==> src/design/protect_pkg.sv <==
// Constants and types shared by the unlock gate and its bus controller.
// Contract
// Protected write only right after unlock write.
// Software uses stores or single-bit set/clear/invert.
// Reads need no unlock, leave protection untouched.
// Eight protected registers share one unlock register.
// Any unlock data value counts as unlock.
// One protected write per unlock, then relock.
// Reads between unlock and write keep unlock.
// Any other intervening action cancels the unlock.
// Software shields the pair from interrupts.
// Unlock register: 8-bit, write-only, byte writes.
// Invalid protected write sets error flag bit.
// Status: 8-bit, upper bits zero, resets 00.
// Error flag cleared by zero, never set by software.
// Clear flag, unlock, write, check, retry.
// Unlock value: zero or value to store.
// Unlocked-less protected write discarded, counted invalid.
package protect_pkg;

	// Link address and data widths.
	localparam int LINK_ADDR_W = 32;
	localparam int LINK_DATA_W = 8;
	localparam int BIT_IDX_W = 3;

	// Unlock command register, write-only.
	localparam logic [31:0] UNLOCK_ADDR = 32'hFFFFF1FC;
	// Protection status register.
	localparam logic [31:0] STATUS_ADDR = 32'hFFFFF802;
	localparam logic [7:0] STATUS_RESET = 8'h00;
	localparam int ERR_BIT = 0;

	// Protected registers sit one per word above this base.
	localparam logic [31:0] PROT_BASE = 32'hFFFFF900;
	localparam int PROT_IDX_W = 3;
	localparam int PROT_COUNT = 8;
	localparam int PROT_IDX_LSB = 2;
	localparam int PROT_IDX_MSB = PROT_IDX_LSB + PROT_IDX_W - 1;

	// Access kinds on the link.
	typedef enum logic [2:0] {
		OP_READ,
		OP_STORE_B,
		OP_STORE_H,
		OP_SET1,
		OP_CLR1,
		OP_NOT1
	} link_op_t;

	// Controller register offsets on its Wishbone port.
	localparam int WB_ADR_W = 8;
	localparam logic [7:0] REG_CTRL = 8'h00;
	localparam logic [7:0] REG_ADDR = 8'h04;
	localparam logic [7:0] REG_DATA = 8'h08;
	localparam logic [7:0] REG_RESULT = 8'h0C;
	localparam logic [7:0] REG_IRQ_STAT = 8'h10;
	localparam logic [7:0] REG_IRQ_MASK = 8'h14;

	// Control register fields.
	localparam int CTRL_START_BIT = 0;
	localparam int CTRL_SEQ_BIT = 1;
	localparam int CTRL_OP_LSB = 4;
	// Data register fields.
	localparam int DATA_BIT_LSB = 8;
	// Result register fields.
	localparam int RES_BUSY_BIT = 8;
	localparam int RES_FAIL_BIT = 9;
	localparam int RES_TRIES_LSB = 12;
	localparam int TRY_W = 4;
	// Interrupt bits: done and failed.
	localparam int IRQ_W = 2;
	localparam int IRQ_DONE_BIT = 0;
	localparam int IRQ_FAIL_BIT = 1;

endpackage
==> src/design/protect_link_if.sv <==
// Link between the processor-side controller and the unlock gate.
`timescale 1ns/1ps
`default_nettype none
interface protect_link_if;
	import protect_pkg::*;

	// Request held by the processor side until ack.
	logic req;
	link_op_t op;
	logic [LINK_ADDR_W-1:0] addr;
	logic [LINK_DATA_W-1:0] wdata;
	logic [BIT_IDX_W-1:0] bit_idx;
	// One-cycle answer and read data from the gate.
	logic ack;
	logic [LINK_DATA_W-1:0] rdata;

	// Gate end.
	modport dev(input req, op, addr, wdata, bit_idx, output ack, rdata);
	// Processor end.
	modport cpu(output req, op, addr, wdata, bit_idx, input ack, rdata);
endinterface
`default_nettype wire

==> src/design/protect_cpu.sv <==
// Processor-side controller running unlock sequences over the link.
`timescale 1ns/1ps
`default_nettype none
module protect_cpu
	import protect_pkg::*;
#(
	parameter int MAX_TRIES = 4
) (
	// Clock and synchronous reset.
	input wire logic clk_i,
	input wire logic rst_i,
	// Wishbone classic slave.
	input wire logic wb_cyc_i,
	input wire logic wb_stb_i,
	input wire logic wb_we_i,
	input wire logic [WB_ADR_W-1:0] wb_adr_i,
	input wire logic [31:0] wb_dat_i,
	input wire logic [3:0] wb_sel_i,
	output logic [31:0] wb_dat_o,
	output logic wb_ack_o,
	// Level interrupt.
	output logic irq_o,
	// Link to the gate.
	protect_link_if.cpu link
);

	// Sequence states.
	typedef enum logic [2:0] {
		H_IDLE,
		H_CLEAR,
		H_UNLOCK,
		H_WRITE,
		H_CHECK,
		H_RAW
	} host_state_t;

	host_state_t state_r;
	// Programmed job.
	logic seq_r;
	link_op_t op_r;
	logic [31:0] tgt_r;
	logic [7:0] wdata_r;
	logic [BIT_IDX_W-1:0] bit_r;
	// Outcome.
	logic [7:0] rdata_r;
	logic fail_r;
	logic [TRY_W-1:0] tries_r;
	// One-cycle completion events.
	logic done_evt_r;
	logic fail_evt_r;
	// Interrupt status and mask.
	logic [IRQ_W-1:0] irq_stat_r;
	logic [IRQ_W-1:0] irq_mask_r;
	// Bus decode.
	logic wb_take;
	logic wr;
	logic start;
	logic [31:0] lane_m;
	logic [31:0] read_word;

	assign wb_take = wb_cyc_i && wb_stb_i && !wb_ack_o;
	assign wr = wb_take && wb_we_i;
	assign lane_m = {{8{wb_sel_i[3]}}, {8{wb_sel_i[2]}},
		{8{wb_sel_i[1]}}, {8{wb_sel_i[0]}}};
	// A start while busy is ignored.
	assign start = wr && (wb_adr_i == REG_CTRL) && wb_sel_i[0] &&
		wb_dat_i[CTRL_START_BIT] && (state_r == H_IDLE);

	// Job registers, written through byte lanes.
	always_ff @(posedge clk_i) begin
		if (rst_i) begin
			seq_r <= 1'b0;
			op_r <= OP_READ;
			tgt_r <= 32'h00000000;
			wdata_r <= 8'h00;
			bit_r <= '0;
		end else if (wr) begin
			if (wb_adr_i == REG_CTRL && wb_sel_i[0]) begin
				seq_r <= wb_dat_i[CTRL_SEQ_BIT];
				op_r <= link_op_t'(wb_dat_i[CTRL_OP_LSB +: 3]);
			end
			if (wb_adr_i == REG_ADDR) begin
				tgt_r <= (tgt_r & ~lane_m) | (wb_dat_i & lane_m);
			end
			if (wb_adr_i == REG_DATA && wb_sel_i[0]) begin
				wdata_r <= wb_dat_i[7:0];
			end
			if (wb_adr_i == REG_DATA && wb_sel_i[1]) begin
				bit_r <= wb_dat_i[DATA_BIT_LSB +: BIT_IDX_W];
			end
		end
	end

	// Sequence engine: one link request per state, one idle cycle between.
	// The unlock and the protected write follow with no other link access,
	// which is the hardware form of shielding the pair.
	always_ff @(posedge clk_i) begin
		if (rst_i) begin
			state_r <= H_IDLE;
			link.req <= 1'b0;
			link.op <= OP_READ;
			link.addr <= 32'h00000000;
			link.wdata <= 8'h00;
			link.bit_idx <= '0;
			rdata_r <= 8'h00;
			fail_r <= 1'b0;
			tries_r <= '0;
			done_evt_r <= 1'b0;
			fail_evt_r <= 1'b0;
		end else begin
			done_evt_r <= 1'b0;
			fail_evt_r <= 1'b0;
			case (state_r)
				H_IDLE: begin
					if (start) begin
						tries_r <= '0;
						// The mode bit is read from the starting write itself,
						// since seq_r only takes it at this same edge.
						state_r <= wb_dat_i[CTRL_SEQ_BIT] ? H_CLEAR : H_RAW;
					end
				end
				default: begin
					if (link.ack) begin
						link.req <= 1'b0;
						case (state_r)
							H_CLEAR: begin
								state_r <= H_UNLOCK;
							end
							H_UNLOCK: begin
								state_r <= H_WRITE;
							end
							H_WRITE: begin
								state_r <= H_CHECK;
							end
							H_CHECK: begin
								// Retry while the flag stays set, up to MAX_TRIES attempts in all.
								if (link.rdata[ERR_BIT] &&
									tries_r < TRY_W'(MAX_TRIES - 1)) begin
									tries_r <= tries_r + 1'b1;
									state_r <= H_CLEAR;
								end else begin
									fail_r <= link.rdata[ERR_BIT];
									fail_evt_r <= link.rdata[ERR_BIT];
									done_evt_r <= 1'b1;
									state_r <= H_IDLE;
								end
							end
							default: begin
								// Raw access ends here.
								rdata_r <= link.rdata;
								fail_r <= 1'b0;
								done_evt_r <= 1'b1;
								state_r <= H_IDLE;
							end
						endcase
					end else if (!link.req) begin
						link.req <= 1'b1;
						link.bit_idx <= bit_r;
						case (state_r)
							H_CLEAR: begin
								link.op <= OP_STORE_B;
								link.addr <= STATUS_ADDR;
								link.wdata <= 8'h00;
							end
							H_UNLOCK: begin
								// Reuse the value to be stored.
								link.op <= OP_STORE_B;
								link.addr <= UNLOCK_ADDR;
								link.wdata <= wdata_r;
							end
							H_CHECK: begin
								link.op <= OP_READ;
								link.addr <= STATUS_ADDR;
							end
							default: begin
								// Protected write or raw access.
								link.op <= op_r;
								link.addr <= tgt_r;
								link.wdata <= wdata_r;
							end
						endcase
					end
				end
			endcase
		end
	end

	// Interrupt status: events win over a write-one clear.
	always_ff @(posedge clk_i) begin
		if (rst_i) begin
			irq_stat_r <= '0;
			irq_mask_r <= '0;
		end else begin
			irq_stat_r <= (irq_stat_r & ~((wr && wb_sel_i[0] &&
				wb_adr_i == REG_IRQ_STAT) ? wb_dat_i[IRQ_W-1:0] : '0)) |
				{fail_evt_r, done_evt_r};
			if (wr && wb_sel_i[0] && wb_adr_i == REG_IRQ_MASK) begin
				irq_mask_r <= wb_dat_i[IRQ_W-1:0];
			end
		end
	end

	// Interrupt line follows the masked status one cycle later.
	always_ff @(posedge clk_i) begin
		if (rst_i) begin
			irq_o <= 1'b0;
		end else begin
			irq_o <= |(irq_stat_r & irq_mask_r);
		end
	end

	// Read view; unmapped offsets read zero.
	always_comb begin
		read_word = 32'h00000000;
		case (wb_adr_i)
			REG_CTRL: begin
				read_word[CTRL_SEQ_BIT] = seq_r;
				read_word[CTRL_OP_LSB +: 3] = op_r;
			end
			REG_ADDR: begin
				read_word = tgt_r;
			end
			REG_DATA: begin
				read_word[7:0] = wdata_r;
				read_word[DATA_BIT_LSB +: BIT_IDX_W] = bit_r;
			end
			REG_RESULT: begin
				read_word[7:0] = rdata_r;
				read_word[RES_BUSY_BIT] = (state_r != H_IDLE);
				read_word[RES_FAIL_BIT] = fail_r;
				read_word[RES_TRIES_LSB +: TRY_W] = tries_r;
			end
			REG_IRQ_STAT: begin
				read_word[IRQ_W-1:0] = irq_stat_r;
			end
			REG_IRQ_MASK: begin
				read_word[IRQ_W-1:0] = irq_mask_r;
			end
			default: begin
				read_word = 32'h00000000;
			end
		endcase
	end

	// Every access is answered one cycle after it is taken.
	always_ff @(posedge clk_i) begin
		if (rst_i) begin
			wb_ack_o <= 1'b0;
			wb_dat_o <= 32'h00000000;
		end else begin
			wb_ack_o <= wb_take;
			if (wb_take) begin
				wb_dat_o <= read_word;
			end
		end
	end

endmodule
`default_nettype wire

==> src/flat_wrapper.sv <==
// flat-port wrapper written by rule: the top's interface ports become plain ports
module protect_cpu_flat import protect_pkg::*;
#(
	parameter int MAX_TRIES = 4
)
  (clk_i, rst_i, wb_cyc_i, wb_stb_i, wb_we_i, wb_adr_i, wb_dat_i, wb_sel_i, wb_dat_o, wb_ack_o, irq_o, link_req, link_op, link_addr, link_wdata, link_bit_idx, link_ack, link_rdata);
  protect_link_if link_i ();
  input wire logic clk_i;
  input wire logic rst_i;
  input wire logic wb_cyc_i;
  input wire logic wb_stb_i;
  input wire logic wb_we_i;
  input wire logic [WB_ADR_W-1:0] wb_adr_i;
  input wire logic [31:0] wb_dat_i;
  input wire logic [3:0] wb_sel_i;
  output logic [31:0] wb_dat_o;
  output logic wb_ack_o;
  output logic irq_o;
  output wire logic [$bits(link_i.req)-1:0] link_req;
  output wire logic [$bits(link_i.op)-1:0] link_op;
  output wire logic [$bits(link_i.addr)-1:0] link_addr;
  output wire logic [$bits(link_i.wdata)-1:0] link_wdata;
  output wire logic [$bits(link_i.bit_idx)-1:0] link_bit_idx;
  input wire logic [$bits(link_i.ack)-1:0] link_ack;
  input wire logic [$bits(link_i.rdata)-1:0] link_rdata;
  assign link_req = link_i.req;
  assign link_op = link_i.op;
  assign link_addr = link_i.addr;
  assign link_wdata = link_i.wdata;
  assign link_bit_idx = link_i.bit_idx;
  assign link_i.ack = link_ack;
  assign link_i.rdata = link_rdata;
  protect_cpu #(.MAX_TRIES(MAX_TRIES)) u_core (.clk_i(clk_i), .rst_i(rst_i), .wb_cyc_i(wb_cyc_i), .wb_stb_i(wb_stb_i), .wb_we_i(wb_we_i), .wb_adr_i(wb_adr_i), .wb_dat_i(wb_dat_i), .wb_sel_i(wb_sel_i), .wb_dat_o(wb_dat_o), .wb_ack_o(wb_ack_o), .irq_o(irq_o), .link(link_i));
endmodule
==> config.mk <==
export PLATFORM = sky130hd
export DESIGN_NAME = protect_cpu_flat
export DESIGN_NICKNAME = d
export VERILOG_FILES = /design/src/design/protect_pkg.sv /design/src/design/protect_link_if.sv /design/src/design/protect_cpu.sv /design/src/flat_wrapper.sv
export SDC_FILE = /design/constraint.sdc
export NUM_CORES = 1
export LEC_CHECK = 0
export BUFFER_PORTS_ARGS = -buffer_cell sky130_fd_sc_hd__buf_2
export CORE_ASPECT_RATIO = 1.1
export CORE_MARGIN = 3
export CORE_UTILIZATION = 44
export CTS_CLUSTER_DIAMETER = 120
export CTS_CLUSTER_SIZE = 12
export DETAILED_ROUTE_END_ITERATION = 8
export PLACE_DENSITY = 0.67
export SKIP_LAST_GASP = 1
export SLEW_MARGIN = 15
export SYNTH_ARGS = -nofsm -noshare
export SYNTH_HDL_FRONTEND = slang
export SYNTH_SLANG_ARGS = --single-unit
==> constraint.sdc <==
create_clock -name clk_i -period 3.68 [get_ports clk_i]
set_input_delay 0.368 -clock clk_i [delete_from_list [all_inputs] [get_ports clk_i]]
set_output_delay 0.368 -clock clk_i [all_outputs]
set_load 0.01 [all_outputs]
==> reports/metrics.csv <==
metric,value,unit
CORE AREA,13300,sq um
"Design Area, Final",7400,sq um
Max stage delay on crit path,870,ps
clock-pin transition on the worst setup and hold timing paths,60,ps
setup violators final,0,
"Req. time, crit path",3960,ps
status,"finished, final reports clean",
WL final,16600,um
Pwr Density,613,nW/um^2
CTS Buffer Depth,2,
cell family with most CP delay,simple AND/OR/NAND/NOR gates,
GRT overflow,0,
CP startpoint kind,flip-flop,
crit path max fanout,12,
Seq pwr share,42.7,%
"Slowest-stage cell, CP",nor4_4,
I/O Pins,139,
IO buf count,138,
H-tree levels,4,
VDD IR max,0.000322,V
Synth area leader,dfxtp_1,
"Slew Viols, Final",0,
Num Clock Sinks,150,
n_diodes,0,
DP Cell Count,932,
CTS resizes,0,
drt wl/cell,17.3,um
Root Driver,clkbuf_16,
power share of the combinational group,20.2,%
Clock power frac,37.1,%
initial antenna violation count,0,
post-layout instance count excluding filler cells,962,
initial DRC count,404,
Filler Cells Inserted,1225,
"top cells by area, synth","dfxtp_1 49%, nor2_1 8.4%, mux2i_1 6.9%",
Pleak,0.00306,uW
endpoint class of the critical path,flip-flop,
RePlAce Congestion,0.872,
vias in the first global route,5313,
hold_buf cts,0,
drt via density,5.60,
Mapped Area,6070,sq um
Num CTS Buffers,17,
internal cell power,3180,uW
RSZ-0062 raised after global routing,false,
Area Growth Syn to Fin,21.9,%
Final period util,67.0,%
Placement Setup Slack,1010,ps
fmax,406,MHz
synth cell count leaders,"150 x dfxtp_1, 136 x nor2_1, 42 x mux2i_1",
first-pass GRT wire length,26800,um
Syn Nets,714,
# rows,44,
post-synth top area share,49.5,%
clock latency on the worst-skew pair,420,ps
worst-path cell chain,"nand3b_1, nor4_4, and2_0, o21ai_0",
min-delay worst type,in -> reg,
# nets final,826,
WP buf/inv,0,
Async SR Flop Fraction,0,%
full die area,15200,sq um
main flop type after synthesis,dfxtp_1,
switching pwr,1360,uW
largest net degree at the start of global routing,67,
most frequent cell after synthesis,dfxtp_1,
kind of critical path,reg -> reg,
DPL Wire Length,11800,um
residual DRC count,0,
Setup WS post-layout,1220,ps
CTS tree,yes,
max-slew headroom at the worst pin,29.5,%
GRT Util Overall,22.1,%
crit path DAT,2740,ps
switch share,29.9,%
dpl cell area,6820,sq um
yosys warns,0,
post-synthesis sequential area ratio,49.5,%
post-layout min period,2460,ps
Detail Route Antenna Nets,0,
Yosys reg bits,150,
slew of the pin with the lowest slew margin,1050,ps
setup tns final,0,ps
synthesized area per cell,9.27,sq um
"Hold Vio Cnt, Final",0,
Max-Cap Viols,0,
Mapped Cells,655,
Die Y,129,um
Horiz. Die Dim,118,um
Pre-antenna DRT Iters,5,
share of cells above drive strength 1,24.4,%
initial core utilization,45.6,%
clock skew,13.0,ps
post-CTS setup buffer count,0,
via count,5383,
Post-synth EDFFs,0,
synth unique cells,49,
area by class of cell:
class                      instances  area (sq um)  share of cell area (%)
clock buffer                      21           470                    6.36
tap                              184           230                    3.11
timing repair buffer             143           731                    9.88
sequential                       150          3000                    40.6
multi-input combinational        445          2820                    38.2
clock inverter                     9           101                    1.37
inverter                          10          37.5                   0.508
routing by layer:
layer	part of all wire [%]	vias to the layer above	wire length, um	GRT usage (%)
met5	0	-	0	0
met4	2.1	0	347	8.34
met3	7.0	26	1160	6.50
met2	49	207	8130	38.9
met1	42	2601	7000	25.7
li1	-	2549	-	-
final timing paths:
check	start	endpoint	slack (ps)	depth (start not counted)
worst max-delay path	u_core.wb_ack_o	flip-flop	1220	4
worst min-delay path	link_rdata[3]	u_core.rdata_r[3]	180	3
worst max register to register	u_core.wb_ack_o	flip-flop	1220	4
worst min register to register	u_core.link.bit_idx[2]	u_core.link.bit_idx[2]	460	2
cells by family (layout without fill, tap and decap cells):
kind of cell / after synthesis / count (layout) / share of synthesized area, %
AOI/OAI and AO/OA: 113 / 113 / 12.4
xor gates and xnor gates: 1 / 1 / 0.144
adders and majority gates: 1 / 1 / 0.206
buffers and inverters: 60 / 183 / 4.10
DFF: 150 / 150 / 49.5
muxes: 46 / 46 / 8.41
and+or+nand+nor: 284 / 284 / 25.3
worst min-delay path: stages:
cell and delay, ps:
buf_2 70, mux2i_1 50, nor2_1 70
layout by cell type, fill, tap and decap left out, types with 5 or more instances in the layout:
master,instances
a22oi_1,33
buf_4,6
nand2_1,16
nor4_4,5
a21oi_1,18
nand4b_1,26
o21ai_0,29
nand2b_1,27
inv_1,10
clkinv_2,5
nor2_1,136
o2bb2ai_1,5
clkbuf_16,17
a211oi_1,6
mux2i_1,42
dfxtp_1,150
nor3_1,36
buf_2,137
a22o_1,6
power groups by stage:
stage / logic [uW] / registers, uW / clock network (uW)
2_1_floorplan: 528 / 1990 / 0
3_3_place_gp: 899 / 1960 / 0
3_5_place_dp: 920 / 1960 / 0
4_1_cts: 926 / 1930 / 1710
5_1_grt: 1030 / 1960 / 1790
6_report: 918 / 1940 / 1680
per-stage QoR:
stage | total power, uW | utilization (%) | hold WS, ps
4_1_cts | 4570 | 55.5 | 174
5_1_grt | 4780 | 55.5 | 198
3_3_place_gp | 2860 | 51.2 | 433
3_5_place_dp | 2880 | 51.2 | 450
6_report | 4530 | 55.5 | 180
2_1_floorplan | 2520 | - | 444
No activity file was read; power rests on OpenSTA's default activity.
